**config.mk**
```make
export PLATFORM = sky130hd
export DESIGN_NAME = rcr_regs
export DESIGN_NICKNAME = d
export VERILOG_FILES = /design/src/rcr_regs.v
export VERILOG_INCLUDE_DIRS = /design/src
export SDC_FILE = /design/constraint.sdc
export NUM_CORES = 1
export LEC_CHECK = 0
export BUFFER_PORTS_ARGS = -buffer_cell sky130_fd_sc_hd__buf_4
export CAP_MARGIN = 30
export CORE_UTILIZATION = 50
export DETAILED_ROUTE_END_ITERATION = 10
export HOLD_SLACK_MARGIN = 0.12
export PLACE_DENSITY = 0.77
export SLEW_MARGIN = 5
export SYNTH_ARGS = -nofsm -noshare
export SYNTH_HDL_FRONTEND = slang
export SYNTH_SLANG_ARGS = --single-unit
```
**constraint.sdc**
```tcl
create_clock -name clk -period 3.9 [get_ports clk]
set_input_delay 0.195 -clock clk [delete_from_list [all_inputs] [get_ports clk]]
set_output_delay 0.195 -clock clk [all_outputs]
set_load 0.01 [all_outputs]
```
**src/rcr_consts.vh**
```
// constants for the radio configuration register bank
`ifndef RCR_CONSTS_VH
`define RCR_CONSTS_VH
`define RCR_ADDR_CFG 5'h00
`define RCR_ADDR_AA 5'h01
`define RCR_ADDR_RXEN 5'h02
`define RCR_ADDR_AW 5'h03
`define RCR_ADDR_RETR 5'h04
`define RCR_ADDR_CH 5'h05
`define RCR_ADDR_RF 5'h06
`define RCR_ADDR_STATUS 5'h07
`define RCR_ADDR_FIFO 5'h17
`define RCR_ADDR_FEAT 5'h1D
`define RCR_RST_CFG 8'h08
`define RCR_RST_AA 8'h3F
`define RCR_RST_RXEN 8'h3F
`define RCR_RST_AW 8'h0F
`define RCR_RST_RETR 8'h03
`define RCR_RST_CH 8'h02
`define RCR_RST_RF 8'h02
`define RCR_RST_FEAT 8'h00
`define RCR_MASK_CFG 8'h7F
`define RCR_MASK_PIPES 8'h3F
`define RCR_MASK_AW 8'h0F
`define RCR_MASK_CH 8'h7F
`define RCR_MASK_RF 8'hFE
`define RCR_MASK_FEAT 8'h03
`define RCR_CMD_RREG 3'b000
`define RCR_CMD_WREG 3'b001
`define RCR_BIT_RXM 6
`define RCR_BIT_TXM 5
`define RCR_BIT_RTM 4
`define RCR_BIT_CRC 3
`define RCR_RO_STATUS 2'h0
`define RCR_RO_RX 2'h1
`define RCR_RO_FIFO 2'h2
`define RCR_DLY_BASE_CYC 19'h061A8
`define RCR_DLY_STEP_CYC 19'h061A8
`define RCR_FREQ_BASE_MHZ 12'h960
`define RCR_BITS_LAST 3'h7
`endif

```
**src/rcr_regs.v**
```verilog
// spi slave and configuration register bank of the radio
`include "rcr_consts.vh"
////////////////////////////////////////////////////////////////////////////////
module rcr_regs (
  input wire clk,
  input wire reset_n,
  input wire spi_csn,
  input wire spi_sck,
  input wire spi_mosi,
  output reg spi_miso,
  output reg spi_miso_oe,
  output reg irq_n,
  input wire rx_ready_set,
  input wire tx_sent_set,
  input wire retransmit_limit_set,
  input wire [2:0] rx_pipe_number,
  input wire tx_fifo_full,
  input wire signal_threshold_one,
  input wire signal_threshold_two,
  input wire [7:0] fifo_status,
  output wire rx_ready_irq_mask,
  output wire tx_sent_irq_mask,
  output wire retransmit_limit_irq_mask,
  output wire crc_enable,
  output wire checksum_length_select,
  output wire power_up_bit,
  output wire primary_receiver_role,
  output wire [5:0] auto_ack_pipe_enable,
  output wire [5:0] receive_pipe_enable,
  output wire [3:0] retransmit_delay_field,
  output wire [3:0] retransmit_count,
  output wire [18:0] retransmit_delay_cycles,
  output wire [6:0] radio_channel,
  output wire [11:0] carrier_mhz,
  output wire [7:0] radio_settings
);
  localparam [18:0] DLY_BASE = `RCR_DLY_BASE_CYC;
  localparam [18:0] DLY_STEP = `RCR_DLY_STEP_CYC;
  localparam [11:0] FREQ_BASE = `RCR_FREQ_BASE_MHZ;
  localparam [3:0] ST_CMD = 4'b0001;
  localparam [3:0] ST_DATA = 4'b0010;
  localparam [3:0] ST_SKIP = 4'b0100;
  localparam [3:0] ST_IDLE = 4'b1000;
  reg [2:0] csn_sync_reg, sck_sync_reg, mosi_sync_reg;
  reg [3:0] state_reg, state_next;
  reg [2:0] bit_cnt_reg;
  reg [7:0] shin_reg, shout_reg;
  reg [4:0] addr_reg;
  reg is_write_reg;
  reg [7:0] cfg_reg, aa_reg, rxen_reg, aw_reg, retr_reg, ch_reg, rf_reg, feat_reg;
  reg [2:0] flags_reg;
  reg wr_pulse;
  reg [7:0] wr_byte;
  reg [7:0] rd_byte;
  reg [7:0] status_byte;
  wire csn_s = csn_sync_reg[1];
  wire sck_rise = sck_sync_reg[1] & ~sck_sync_reg[2];
  wire sck_fall = ~sck_sync_reg[1] & sck_sync_reg[2];
  wire csn_fall = ~csn_sync_reg[1] & csn_sync_reg[2];
  wire [7:0] shin_full = {shin_reg[6:0], mosi_sync_reg[1]};
  wire byte_done = sck_rise & (bit_cnt_reg == `RCR_BITS_LAST) & ~csn_s;
  ////////////////////////////////////////////////////////////////////////////////
  // input synchronisers
  always @(posedge clk or negedge reset_n) begin
    if (!reset_n) begin
      csn_sync_reg <= 3'h7;
      sck_sync_reg <= 3'h0;
      mosi_sync_reg <= 3'h0;
    end else begin
      csn_sync_reg <= {csn_sync_reg[1:0], spi_csn};
      sck_sync_reg <= {sck_sync_reg[1:0], spi_sck};
      mosi_sync_reg <= {mosi_sync_reg[1:0], spi_mosi};
    end
  end
  ////////////////////////////////////////////////////////////////////////////////
  // status byte variants
  always @* begin
    status_byte = {1'b0, flags_reg, rx_pipe_number, tx_fifo_full};
    case (feat_reg[1:0])
      `RCR_RO_RX: status_byte = {1'b0, flags_reg[2:1], signal_threshold_two,
                                 rx_pipe_number, signal_threshold_one};
      `RCR_RO_FIFO: status_byte = fifo_status;
      default: status_byte = {1'b0, flags_reg, rx_pipe_number, tx_fifo_full};
    endcase
  end
  // read mux on the address just shifted in; unmapped and test addresses read zero
  always @* begin
    case (shin_full[4:0])
      `RCR_ADDR_CFG: rd_byte = cfg_reg;
      `RCR_ADDR_AA: rd_byte = aa_reg;
      `RCR_ADDR_RXEN: rd_byte = rxen_reg;
      `RCR_ADDR_AW: rd_byte = aw_reg;
      `RCR_ADDR_RETR: rd_byte = retr_reg;
      `RCR_ADDR_CH: rd_byte = ch_reg;
      `RCR_ADDR_RF: rd_byte = rf_reg;
      `RCR_ADDR_STATUS: rd_byte = {1'b0, flags_reg, rx_pipe_number, tx_fifo_full};
      `RCR_ADDR_FIFO: rd_byte = fifo_status;
      `RCR_ADDR_FEAT: rd_byte = feat_reg;
      default: rd_byte = 8'h00;
    endcase
  end
  ////////////////////////////////////////////////////////////////////////////////
  // command sequencer
  always @* begin
    state_next = state_reg;
    wr_pulse = 1'b0;
    wr_byte = shin_full;
    case (state_reg)
      ST_IDLE: if (csn_fall) state_next = ST_CMD;
      ST_CMD: if (byte_done) begin
        if (shin_full[7:5] == `RCR_CMD_RREG || shin_full[7:5] == `RCR_CMD_WREG) begin
          state_next = ST_DATA;
        end else begin
          state_next = ST_SKIP;
        end
      end
      ST_DATA: if (byte_done) begin
        wr_pulse = is_write_reg;
        state_next = ST_SKIP;
      end
      ST_SKIP: state_next = ST_SKIP;
      default: state_next = ST_IDLE;
    endcase
    if (csn_s) state_next = ST_IDLE;
  end
  always @(posedge clk or negedge reset_n) begin
    if (!reset_n) begin
      state_reg <= ST_IDLE;
      bit_cnt_reg <= 3'h0;
      shin_reg <= 8'h00;
      shout_reg <= 8'h00;
      addr_reg <= 5'h00;
      is_write_reg <= 1'b0;
      spi_miso <= 1'b0;
      spi_miso_oe <= 1'b0;
    end else begin
      state_reg <= state_next;
      spi_miso_oe <= ~csn_s;
      if (csn_fall) begin
        bit_cnt_reg <= 3'h0;
        shout_reg <= {status_byte[6:0], 1'b0};
        spi_miso <= status_byte[7];
      end else if (sck_rise && !csn_s) begin
        shin_reg <= shin_full;
        bit_cnt_reg <= bit_cnt_reg + 3'h1;
        if (state_reg == ST_CMD && bit_cnt_reg == `RCR_BITS_LAST) begin
          addr_reg <= shin_full[4:0];
          is_write_reg <= (shin_full[7:5] == `RCR_CMD_WREG);
          shout_reg <= (shin_full[7:5] == `RCR_CMD_RREG) ? rd_byte : 8'h00;
        end
      end else if (sck_fall && !csn_s) begin
        spi_miso <= shout_reg[7];
        shout_reg <= {shout_reg[6:0], 1'b0};
      end
    end
  end
  ////////////////////////////////////////////////////////////////////////////////
  // register file
  always @(posedge clk or negedge reset_n) begin
    if (!reset_n) begin
      cfg_reg <= `RCR_RST_CFG;
      aa_reg <= `RCR_RST_AA;
      rxen_reg <= `RCR_RST_RXEN;
      aw_reg <= `RCR_RST_AW;
      retr_reg <= `RCR_RST_RETR;
      ch_reg <= `RCR_RST_CH;
      rf_reg <= `RCR_RST_RF;
      feat_reg <= `RCR_RST_FEAT;
    end else if (wr_pulse) begin
      case (addr_reg)
        `RCR_ADDR_CFG: cfg_reg <= wr_byte & `RCR_MASK_CFG;
        `RCR_ADDR_AA: aa_reg <= wr_byte & `RCR_MASK_PIPES;
        `RCR_ADDR_RXEN: rxen_reg <= wr_byte & `RCR_MASK_PIPES;
        `RCR_ADDR_AW: aw_reg <= wr_byte & `RCR_MASK_AW;
        `RCR_ADDR_RETR: retr_reg <= wr_byte;
        `RCR_ADDR_CH: ch_reg <= wr_byte & `RCR_MASK_CH;
        `RCR_ADDR_RF: rf_reg <= wr_byte & `RCR_MASK_RF;
        `RCR_ADDR_FEAT: feat_reg <= wr_byte & `RCR_MASK_FEAT;
        default: feat_reg <= feat_reg;
      endcase
    end
  end
  // interrupt flags: set wins over write-one clear
  wire clr_hit = wr_pulse & (addr_reg == `RCR_ADDR_STATUS);
  wire [2:0] flag_set = {rx_ready_set, tx_sent_set, retransmit_limit_set};
  always @(posedge clk or negedge reset_n) begin
    if (!reset_n) begin
      flags_reg <= 3'h0;
      irq_n <= 1'b1;
    end else begin
      flags_reg <= (flags_reg & ~(clr_hit ? wr_byte[6:4] : 3'h0)) | flag_set;
      irq_n <= ~|(flags_reg & ~cfg_reg[`RCR_BIT_RXM:`RCR_BIT_RTM]);
    end
  end
  ////////////////////////////////////////////////////////////////////////////////
  // decoded outputs
  assign rx_ready_irq_mask = cfg_reg[`RCR_BIT_RXM];
  assign tx_sent_irq_mask = cfg_reg[`RCR_BIT_TXM];
  assign retransmit_limit_irq_mask = cfg_reg[`RCR_BIT_RTM];
  assign crc_enable = cfg_reg[`RCR_BIT_CRC] | (|aa_reg[5:0]);
  assign checksum_length_select = cfg_reg[2];
  assign power_up_bit = cfg_reg[1];
  assign primary_receiver_role = cfg_reg[0];
  assign auto_ack_pipe_enable = aa_reg[5:0];
  assign receive_pipe_enable = rxen_reg[5:0];
  assign retransmit_delay_field = retr_reg[7:4];
  assign retransmit_count = retr_reg[3:0];
  assign retransmit_delay_cycles = DLY_BASE + DLY_STEP * {15'h0000, retr_reg[7:4]};
  assign radio_channel = ch_reg[6:0];
  assign carrier_mhz = FREQ_BASE + {5'h00, ch_reg[6:0]};
  assign radio_settings = rf_reg;
endmodule // rcr_regs

```
==> out/qor.yml, run 1 <==
status:
  status: "finished clean"
sta:
  slew_headroom_pct: 46.49
  setup_viol: 0
  fin_skew_ns: 0.009793
  max_clock_freq_mhz: 266.0
  slew_viol_final: 0
  fin_crit_ns: 3.759
  fin_crit_sh_pct: 96.38
  timing_hold_violations_final: 0
  tightest_slew_ns: 0.8027
  fin_tns_setup_ns: 0
global_route:
  grt_pass1_wl_um: 21470
  grt-ovfl-total: 0
  grt.total_usage_pct: 25.00
  busiest_layer: "met2"
  use_met2_pct: 42.86
  antenna_found_initial: 0
  grt_max_degree: 67
  grt_pass1_vias: 4223
  use_met1_pct: 31.87
  met3_usage_pct: 4.492
layout:
  area_growth_pct: 20.35
  num-nets-final: 625
  final_cells: 721
  final_util_pct: 61.63
  drive_gt1_share_pct: 37.61
  mostFrequentLayoutCell: "buf_4"
  antennaDiodeCount: 0
  final_cell_mix: "buf_4, dfrtp_1, mux2_2"
critical_path:
  crit_family: "compound AO/OA/AOI/OAI gates"
  worstSetupEndpointType: "output port"
  cp_common_cell: "ha_1"
  path_buf_inv: 1
  critPathRequiredTime_ns: 3.70
  ff2ff_path_depth: 8
  reg2reg_slack_ns: 1.24
  crit_slowest_cell: "dfrtp_2"
  path_class: "reg -> out"
  rr_startpoint: "bit_cnt_reg[0]"
  critPathMaxFanout: 8
  cp_slowest_stage_delay_ns: 0.48
  cp.arrival_ns: 3.56
  timing.rr.end: "aa_reg[2]"
  start_kind: "register"
  path_cells: "ha_1 > xor2_1 > ha_1 > a21o_1 > ha_1 > a21o_1 > a221oi_4 > xnor2_2 > a41oi_2 > a2111oi_4 > xnor2_1 > buf_4"
placement:
  dpl.hpwl_um: 9638
  placedCellCount: 691
  io_buffers: 89
  place.gp.congestion: 0.9439
clock_tree:
  cts_buffers: 9
  cts_tree: "built"
  cts_buffer_depth: 2
  path_clk_slew_ns: 0.09
  cts_htree_levels: 3
  cts.root.buffer_cell: "clkbuf_8"
  clock-sinks: 89
  clk_latency_ns: 0.36
pwr:
  power.leakage_nw: 2.908
  peakVddDrop_uv: 169.5
  power_density_mw_per_mm2: 318.1
  p_total_mw: 2.015
synthesis:
  synth-xor-area-share_pct: 4.684
  yosysSeqAreaShare_pct: 42.94
  synth_seq_cells: 89
  synth_top_family_by_area: "compound AO/OA/AOI/OAI gates"
  synthDistinctLibCells: 67
  yosysTopAreaCellShare_pct: 29.96
  synthFlopType: "dfrtp_1"
  netlist_area_sq_mm: 0.005263
  synth_area_leader_cell: "dfrtp_1"
  ys_warn_count: 0
  postSynthCellCount: 492
  synth.mux.area_fraction_pct: 12.15
  synth_area_leaders: "dfrtp_1, dfstp_2, mux2_2"
  synthSimpleGateAreaFrac_pct: 12.67
  async_flop_share_pct: 100.0
  syn_avg_cell_area_sq_um: 10.70
  synth_compound_area_share_pct: 16.71
  synth_edf_count: 0
  synthAdderAreaFrac_pct: 5.468
drt:
  drc: 0
  antenna_left: 0
  routedWlPerCell_um: 18.79
  first_iter_violations: 343
  avgViaCountPerCell: 6.040
  drt-total-wl_um: 13550
  drtPass1Iterations: 5
  vias: 4355
worst_hold_path:
  hold_class: "in -> reg"
  min_delay_worst_endpoint: "spi_miso"
  min-delay-start: "fifo_status[7]"
  min_path_cells: 3
floorplan:
  dieWidth_um: 104.6
  io_pins: 98
  die_h_um: 104.6
  floorplan.initialDensity_pct: 51.21
  fp.dieArea_sq_mm: 0.01094
  rows: 37
  core_sq_mm: 0.01028
flow_run:
  cap_violations: 0
cells in the mapped netlist, types with 3 or more instances:
master / n
a31oi_1: 6
a22o_1: 5
a41oi_1: 3
xnor2_1: 20
nor2_1: 32
o211ai_1: 3
a211oi_1: 5
a221oi_1: 3
buf_2: 10
xor2_1: 5
ha_1: 23
and2_1: 6
nor3b_1: 5
buf_4: 13
clkbuf_1: 13
nand3_1: 10
nor2b_1: 12
inv_1: 18
a21oi_1: 18
and3_1: 7
a21o_1: 7
nand2_1: 23
a22oi_1: 23
dfrtp_1: 63
a222oi_1: 5
nor3_1: 6
nand2b_1: 5
mux2_2: 55
dfstp_2: 26
o21ai_0: 12
and3b_1: 3
per-stage QoR:
step | setup WS, ns | area (sq um) | hold WS [ns]
5_1_grt | -0.03107 | 6334 | 0.1994
3_3_place_gp | 0.3841 | 5953 | 0.3048
4_1_cts | 0.02325 | 6238 | 0.1755
6_report | 0.1413 | 6334 | 0.1757
3_5_place_dp | 0.2382 | 5953 | 0.3058
2_1_floorplan | 0.5527 | 5285 | -0.1006
per-layer routing:
layer	wire length, um	vias up	part of all wire [%]
li1	-	1957	-
met1	5722	2193	42
met5	0	-	0
met4	235	0	1.7
met3	790	24	5.8
met2	6797	181	50
worst reg2reg max path, delay by kind of cell, from the launching register on:
kind / cells / cell delay, ns
adder cells (fa/ha/maj): 2 / 0.34
flip-flops: 1 / 0.37
multiplexers: 1 / 0.41
AND/OR/NAND/NOR: 5 / 1.46
power breakdown:
group / total, mW / switching (mW) / leakage (nW) / internal, mW
combinational: 0.274 / 0.150 / 1.73 / 0.124
clock: 0.632 / 0.334 / 0.0929 / 0.298
sequential: 1.11 / 0.132 / 1.08 / 0.976
cell type report:
class | count | area, sq um
Clock buffer | 10 | 127.6
Clock inverter | 6 | 67.56
Fill cell | 849 | 3944
Inverter | 18 | 67.56
Multi-Input combinational cell | 354 | 2811
Sequential cell | 89 | 2263
Tap cell | 136 | 170.2
Timing Repair Buffer | 108 | 825.8
worst max-delay path by stage:
stage,start,to,slack (ns),cells after the start
2_1_floorplan,retr_reg[6],retransmit_delay_cycles[18],0.55,11
3_3_place_gp,retr_reg[6],retransmit_delay_cycles[18],0.38,12
3_5_place_dp,retr_reg[6],retransmit_delay_cycles[18],0.24,12
4_1_cts,retr_reg[6],retransmit_delay_cycles[18],0.02,12
5_1_grt,retr_reg[5],retransmit_delay_cycles[18],-0.03,12
6_report,retr_reg[5],retransmit_delay_cycles[18],0.14,12
timing repair:
| item | 4_1_cts | 5_1_grt |
|---|---|---|
| resized for setup | 3 | 8 |
| gates cloned | 0 | 0 |
| pin swaps | 0 | 4 |
| hold buffers | 7 | 0 |
| endpoints found under the setup margin | 2 | 4 |
| setup buffers | 0 | 6 |
| endpoints found under the hold margin | 56 | 0 |
kinds of logic after synthesis:
| family | after synthesis |
|---|---|
| buffers and inverters | 55 |
| adders and majority gates | 23 |
| and+or+nand+nor | 125 |
| other | 2 |
| DFF | 89 |
| xor gates and xnor gates | 26 |
| muxes | 57 |
| AOI/OAI and AO/OA | 115 |
(Power assumes the default switching activity.)
==> run 2, diff against run 1 <==
Settings changed: CORE_UTILIZATION 50 to 45, PLACE_DENSITY 0.77 to 0.71.
==> run 2 against run 1 <==
Net effect: power rose by 11%; setup slack improved by 0.067 ns; largest cell class unchanged; critical path depth rose by 1; critical path type unchanged; largest power group unchanged; final cell count rose by 0.42%; maximum frequency rose by 1.8%; sequential share of layout area fell by 0.51 points; sequential power barely moved; count of clock-buffer cells in the layout rose by 3; combinational power fell by 1%; wire length rose by 2.8%; global-route usage fell by 0.92 points; final area rose by 1.5%.
==> out/qor.yml, run 2 (synthesis gave the netlist of run 1 again) <==
critical_path:
  rr_startpoint: "bit_cnt_reg[1]"
  crit_path_start: "retr_reg[6]"
  critPathRequiredTime_ns: 3.70
  path_class: "reg -> out"
  worstSetupEndpointType: "output port"
  path_buf_inv: 4
  crit_slowest_cell: "dfrtp_2"
  path_cells: "inv_1 > ha_1 > inv_1 > ha_1 > ha_2 > a21o_1 > a221oi_4 > xnor2_2 > a41oi_2 > buf_4 > a21oi_1 > xnor2_1 > buf_4"
  critPathMaxFanout: 6
  cp_slowest_stage_delay_ns: 0.41
  cp.arrival_ns: 3.50
  crit_family: "adder cells"
  start_kind: "register"
clock_tree:
  cts_htree_levels: 3
  path_clk_slew_ns: 0.06
  cts_buffers: 9
  clk_latency_ns: 0.34
  clock-sinks: 89
  cts_buffer_depth: 2
  cts.root.buffer_cell: "clkbuf_16"
  cts_tree: "built"
global_route:
  grt_max_degree: 58
  grt_pass1_wl_um: 21740
  grt.total_usage_pct: 24.07
  grt-ovfl-total: 0
  antenna_found_initial: 0
  busiest_layer: "met2"
  use_met2_pct: 39.29
  grt_pass1_vias: 4138
  met3_usage_pct: 3.645
  use_met1_pct: 32.35
placement:
  place_ws_ns: 0.2171
  placedCellCount: 697
  place.gp.congestion: 0.8970
  dpl.hpwl_um: 10160
  io_buffers: 89
  dpl_cell_area_sq_mm: 0.005954
pwr:
  p_int_mw: 1.612
  power.share.sequential_pct: 49.9
  p_clk_share_pct: 38.0
  power.share.combinational_pct: 12.1
  power_density_mw_per_mm2: 347.7
  peakVddDrop_uv: 234.0
  netSwitchingPower_mw: 0.6223
  power.leakage_nw: 2.942
  swShare_pct: 27.85
floorplan:
  rows: 39
  dieWidth_um: 110.1
  fp.dieArea_sq_mm: 0.01213
  core_sq_mm: 0.01142
  die_h_um: 110.1
  floorplan.initialDensity_pct: 46.09
  io_pins: 98
layout:
  drive_gt1_share_pct: 37.35
  final_util_pct: 56.28
  num-nets-final: 621
  mostFrequentLayoutCell: "buf_4"
  area_growth_pct: 22.11
  n_fill_cell: 995
  final_cells: 724
  antennaDiodeCount: 0
  final_cell_mix: "buf_4, dfrtp_1, mux2_2"
  finalInstanceArea_sq_mm: 0.006426
drt:
  drt-total-wl_um: 13930
  routedWlPerCell_um: 19.24
  vias: 4347
  first_iter_violations: 428
  drc: 0
  antenna_left: 0
  drtPass1Iterations: 5
  avgViaCountPerCell: 6.004
sta:
  fin_skew_ns: 0.007493
  worst_slack_ns: 0.2078
  rsz0062_at_grt: "false"
  timing_hold_violations_final: 0
  tightest_slew_ns: 0.8850
  setup_viol: 0
  max_clock_freq_mhz: 270.8
  fin_crit_ns: 3.692
  fin_tns_setup_ns: 0
  slew_headroom_pct: 40.54
  slew_viol_final: 0
  fin_crit_sh_pct: 94.67
status:
  status: "finished clean"
worst_hold_path:
  hold_class: "in -> reg"
  min-delay-start: "fifo_status[7]"
flow_run:
  cap_violations: 0
run 2: cell types whose count changed in the layout (fill, tap and decap cells not counted), moves of 2 or more:
cell,before,now
clkbuf_8,9,1
clkbuf_1,1,3
buf_4,100,97
clkinvlp_4,2,0
clkbuf_16,0,9
run 2: path summary, 6_finish.rpt:
kind                                          endpoint  cells after the start  slack (ns)
setup / recovery           retransmit_delay_cycles[16]                     13        0.21
hold / removal                                spi_miso                      3        0.17
setup reg to reg                             aa_reg[2]                      8        1.19
hold reg to reg                       mosi_sync_reg[1]                      0        0.35
max in group asynchronous                        irq_n                      3        2.51
min in group asynchronous             mosi_sync_reg[1]                      2        0.45
run 2: area by class of cell:
type / instances / area [sq um] / share of cell area [%]
tap: 143 / 178.9 / 2.784
timing repair buffer: 104 / 798.3 / 12.42
inverter: 18 / 67.56 / 1.051
multi-input combinational: 354 / 2828 / 44.00
sequential: 89 / 2263 / 35.22
clock inverter: 3 / 40.04 / 0.6231
clock buffer: 13 / 250.2 / 3.894
run 2: worst reg2reg max path: stages, from the launching register on:
cell and delay (ns):
dfrtp_1 0.36, ha_1 0.15, ha_1 0.19, nor3b_1 0.26, and4_1 0.29, nand2_1 0.08, or2_2 0.32, nor2b_1 0.57
mux2_2 0.41
run 2: stage by stage:
stage / total power, mW / hold slack (ns)
final: 2.235 / 0.1664
after global routing: 2.324 / 0.1800
after CTS: 2.240 / 0.1611
after detailed placement: 1.388 / 0.2868
after global placement: 1.376 / 0.2794
after floorplan: 1.284 / -0.1006
run 2: timing repair:
| action | CTS | global route |
|---|---|---|
| buffers inserted | 0 | 4 |
| gates resized for setup | 3 | 11 |
| hold endpoints to repair | 40 | 0 |
| pin swaps | 0 | 3 |
| hold buffers | 7 | 0 |
| gates cloned | 0 | 0 |
| endpoints found under the setup margin | 2 | 4 |
run 2: metal layers:
metal	up-vias	part of all wire (%)
li1	1955	-
met1	2144	43
met2	217	47
met5	-	0
met4	0	2.7
met3	31	6.6
run 2: power by group through the flow:
stage / clock network [mW] / registers [mW] / logic, mW
after global placement: 0 / 1.12 / 0.255
final: 0.849 / 1.12 / 0.270
after global routing: 0.899 / 1.12 / 0.300
after detailed placement: 0 / 1.13 / 0.261
after floorplan: 0 / 1.02 / 0.267
after CTS: 0.860 / 1.11 / 0.268
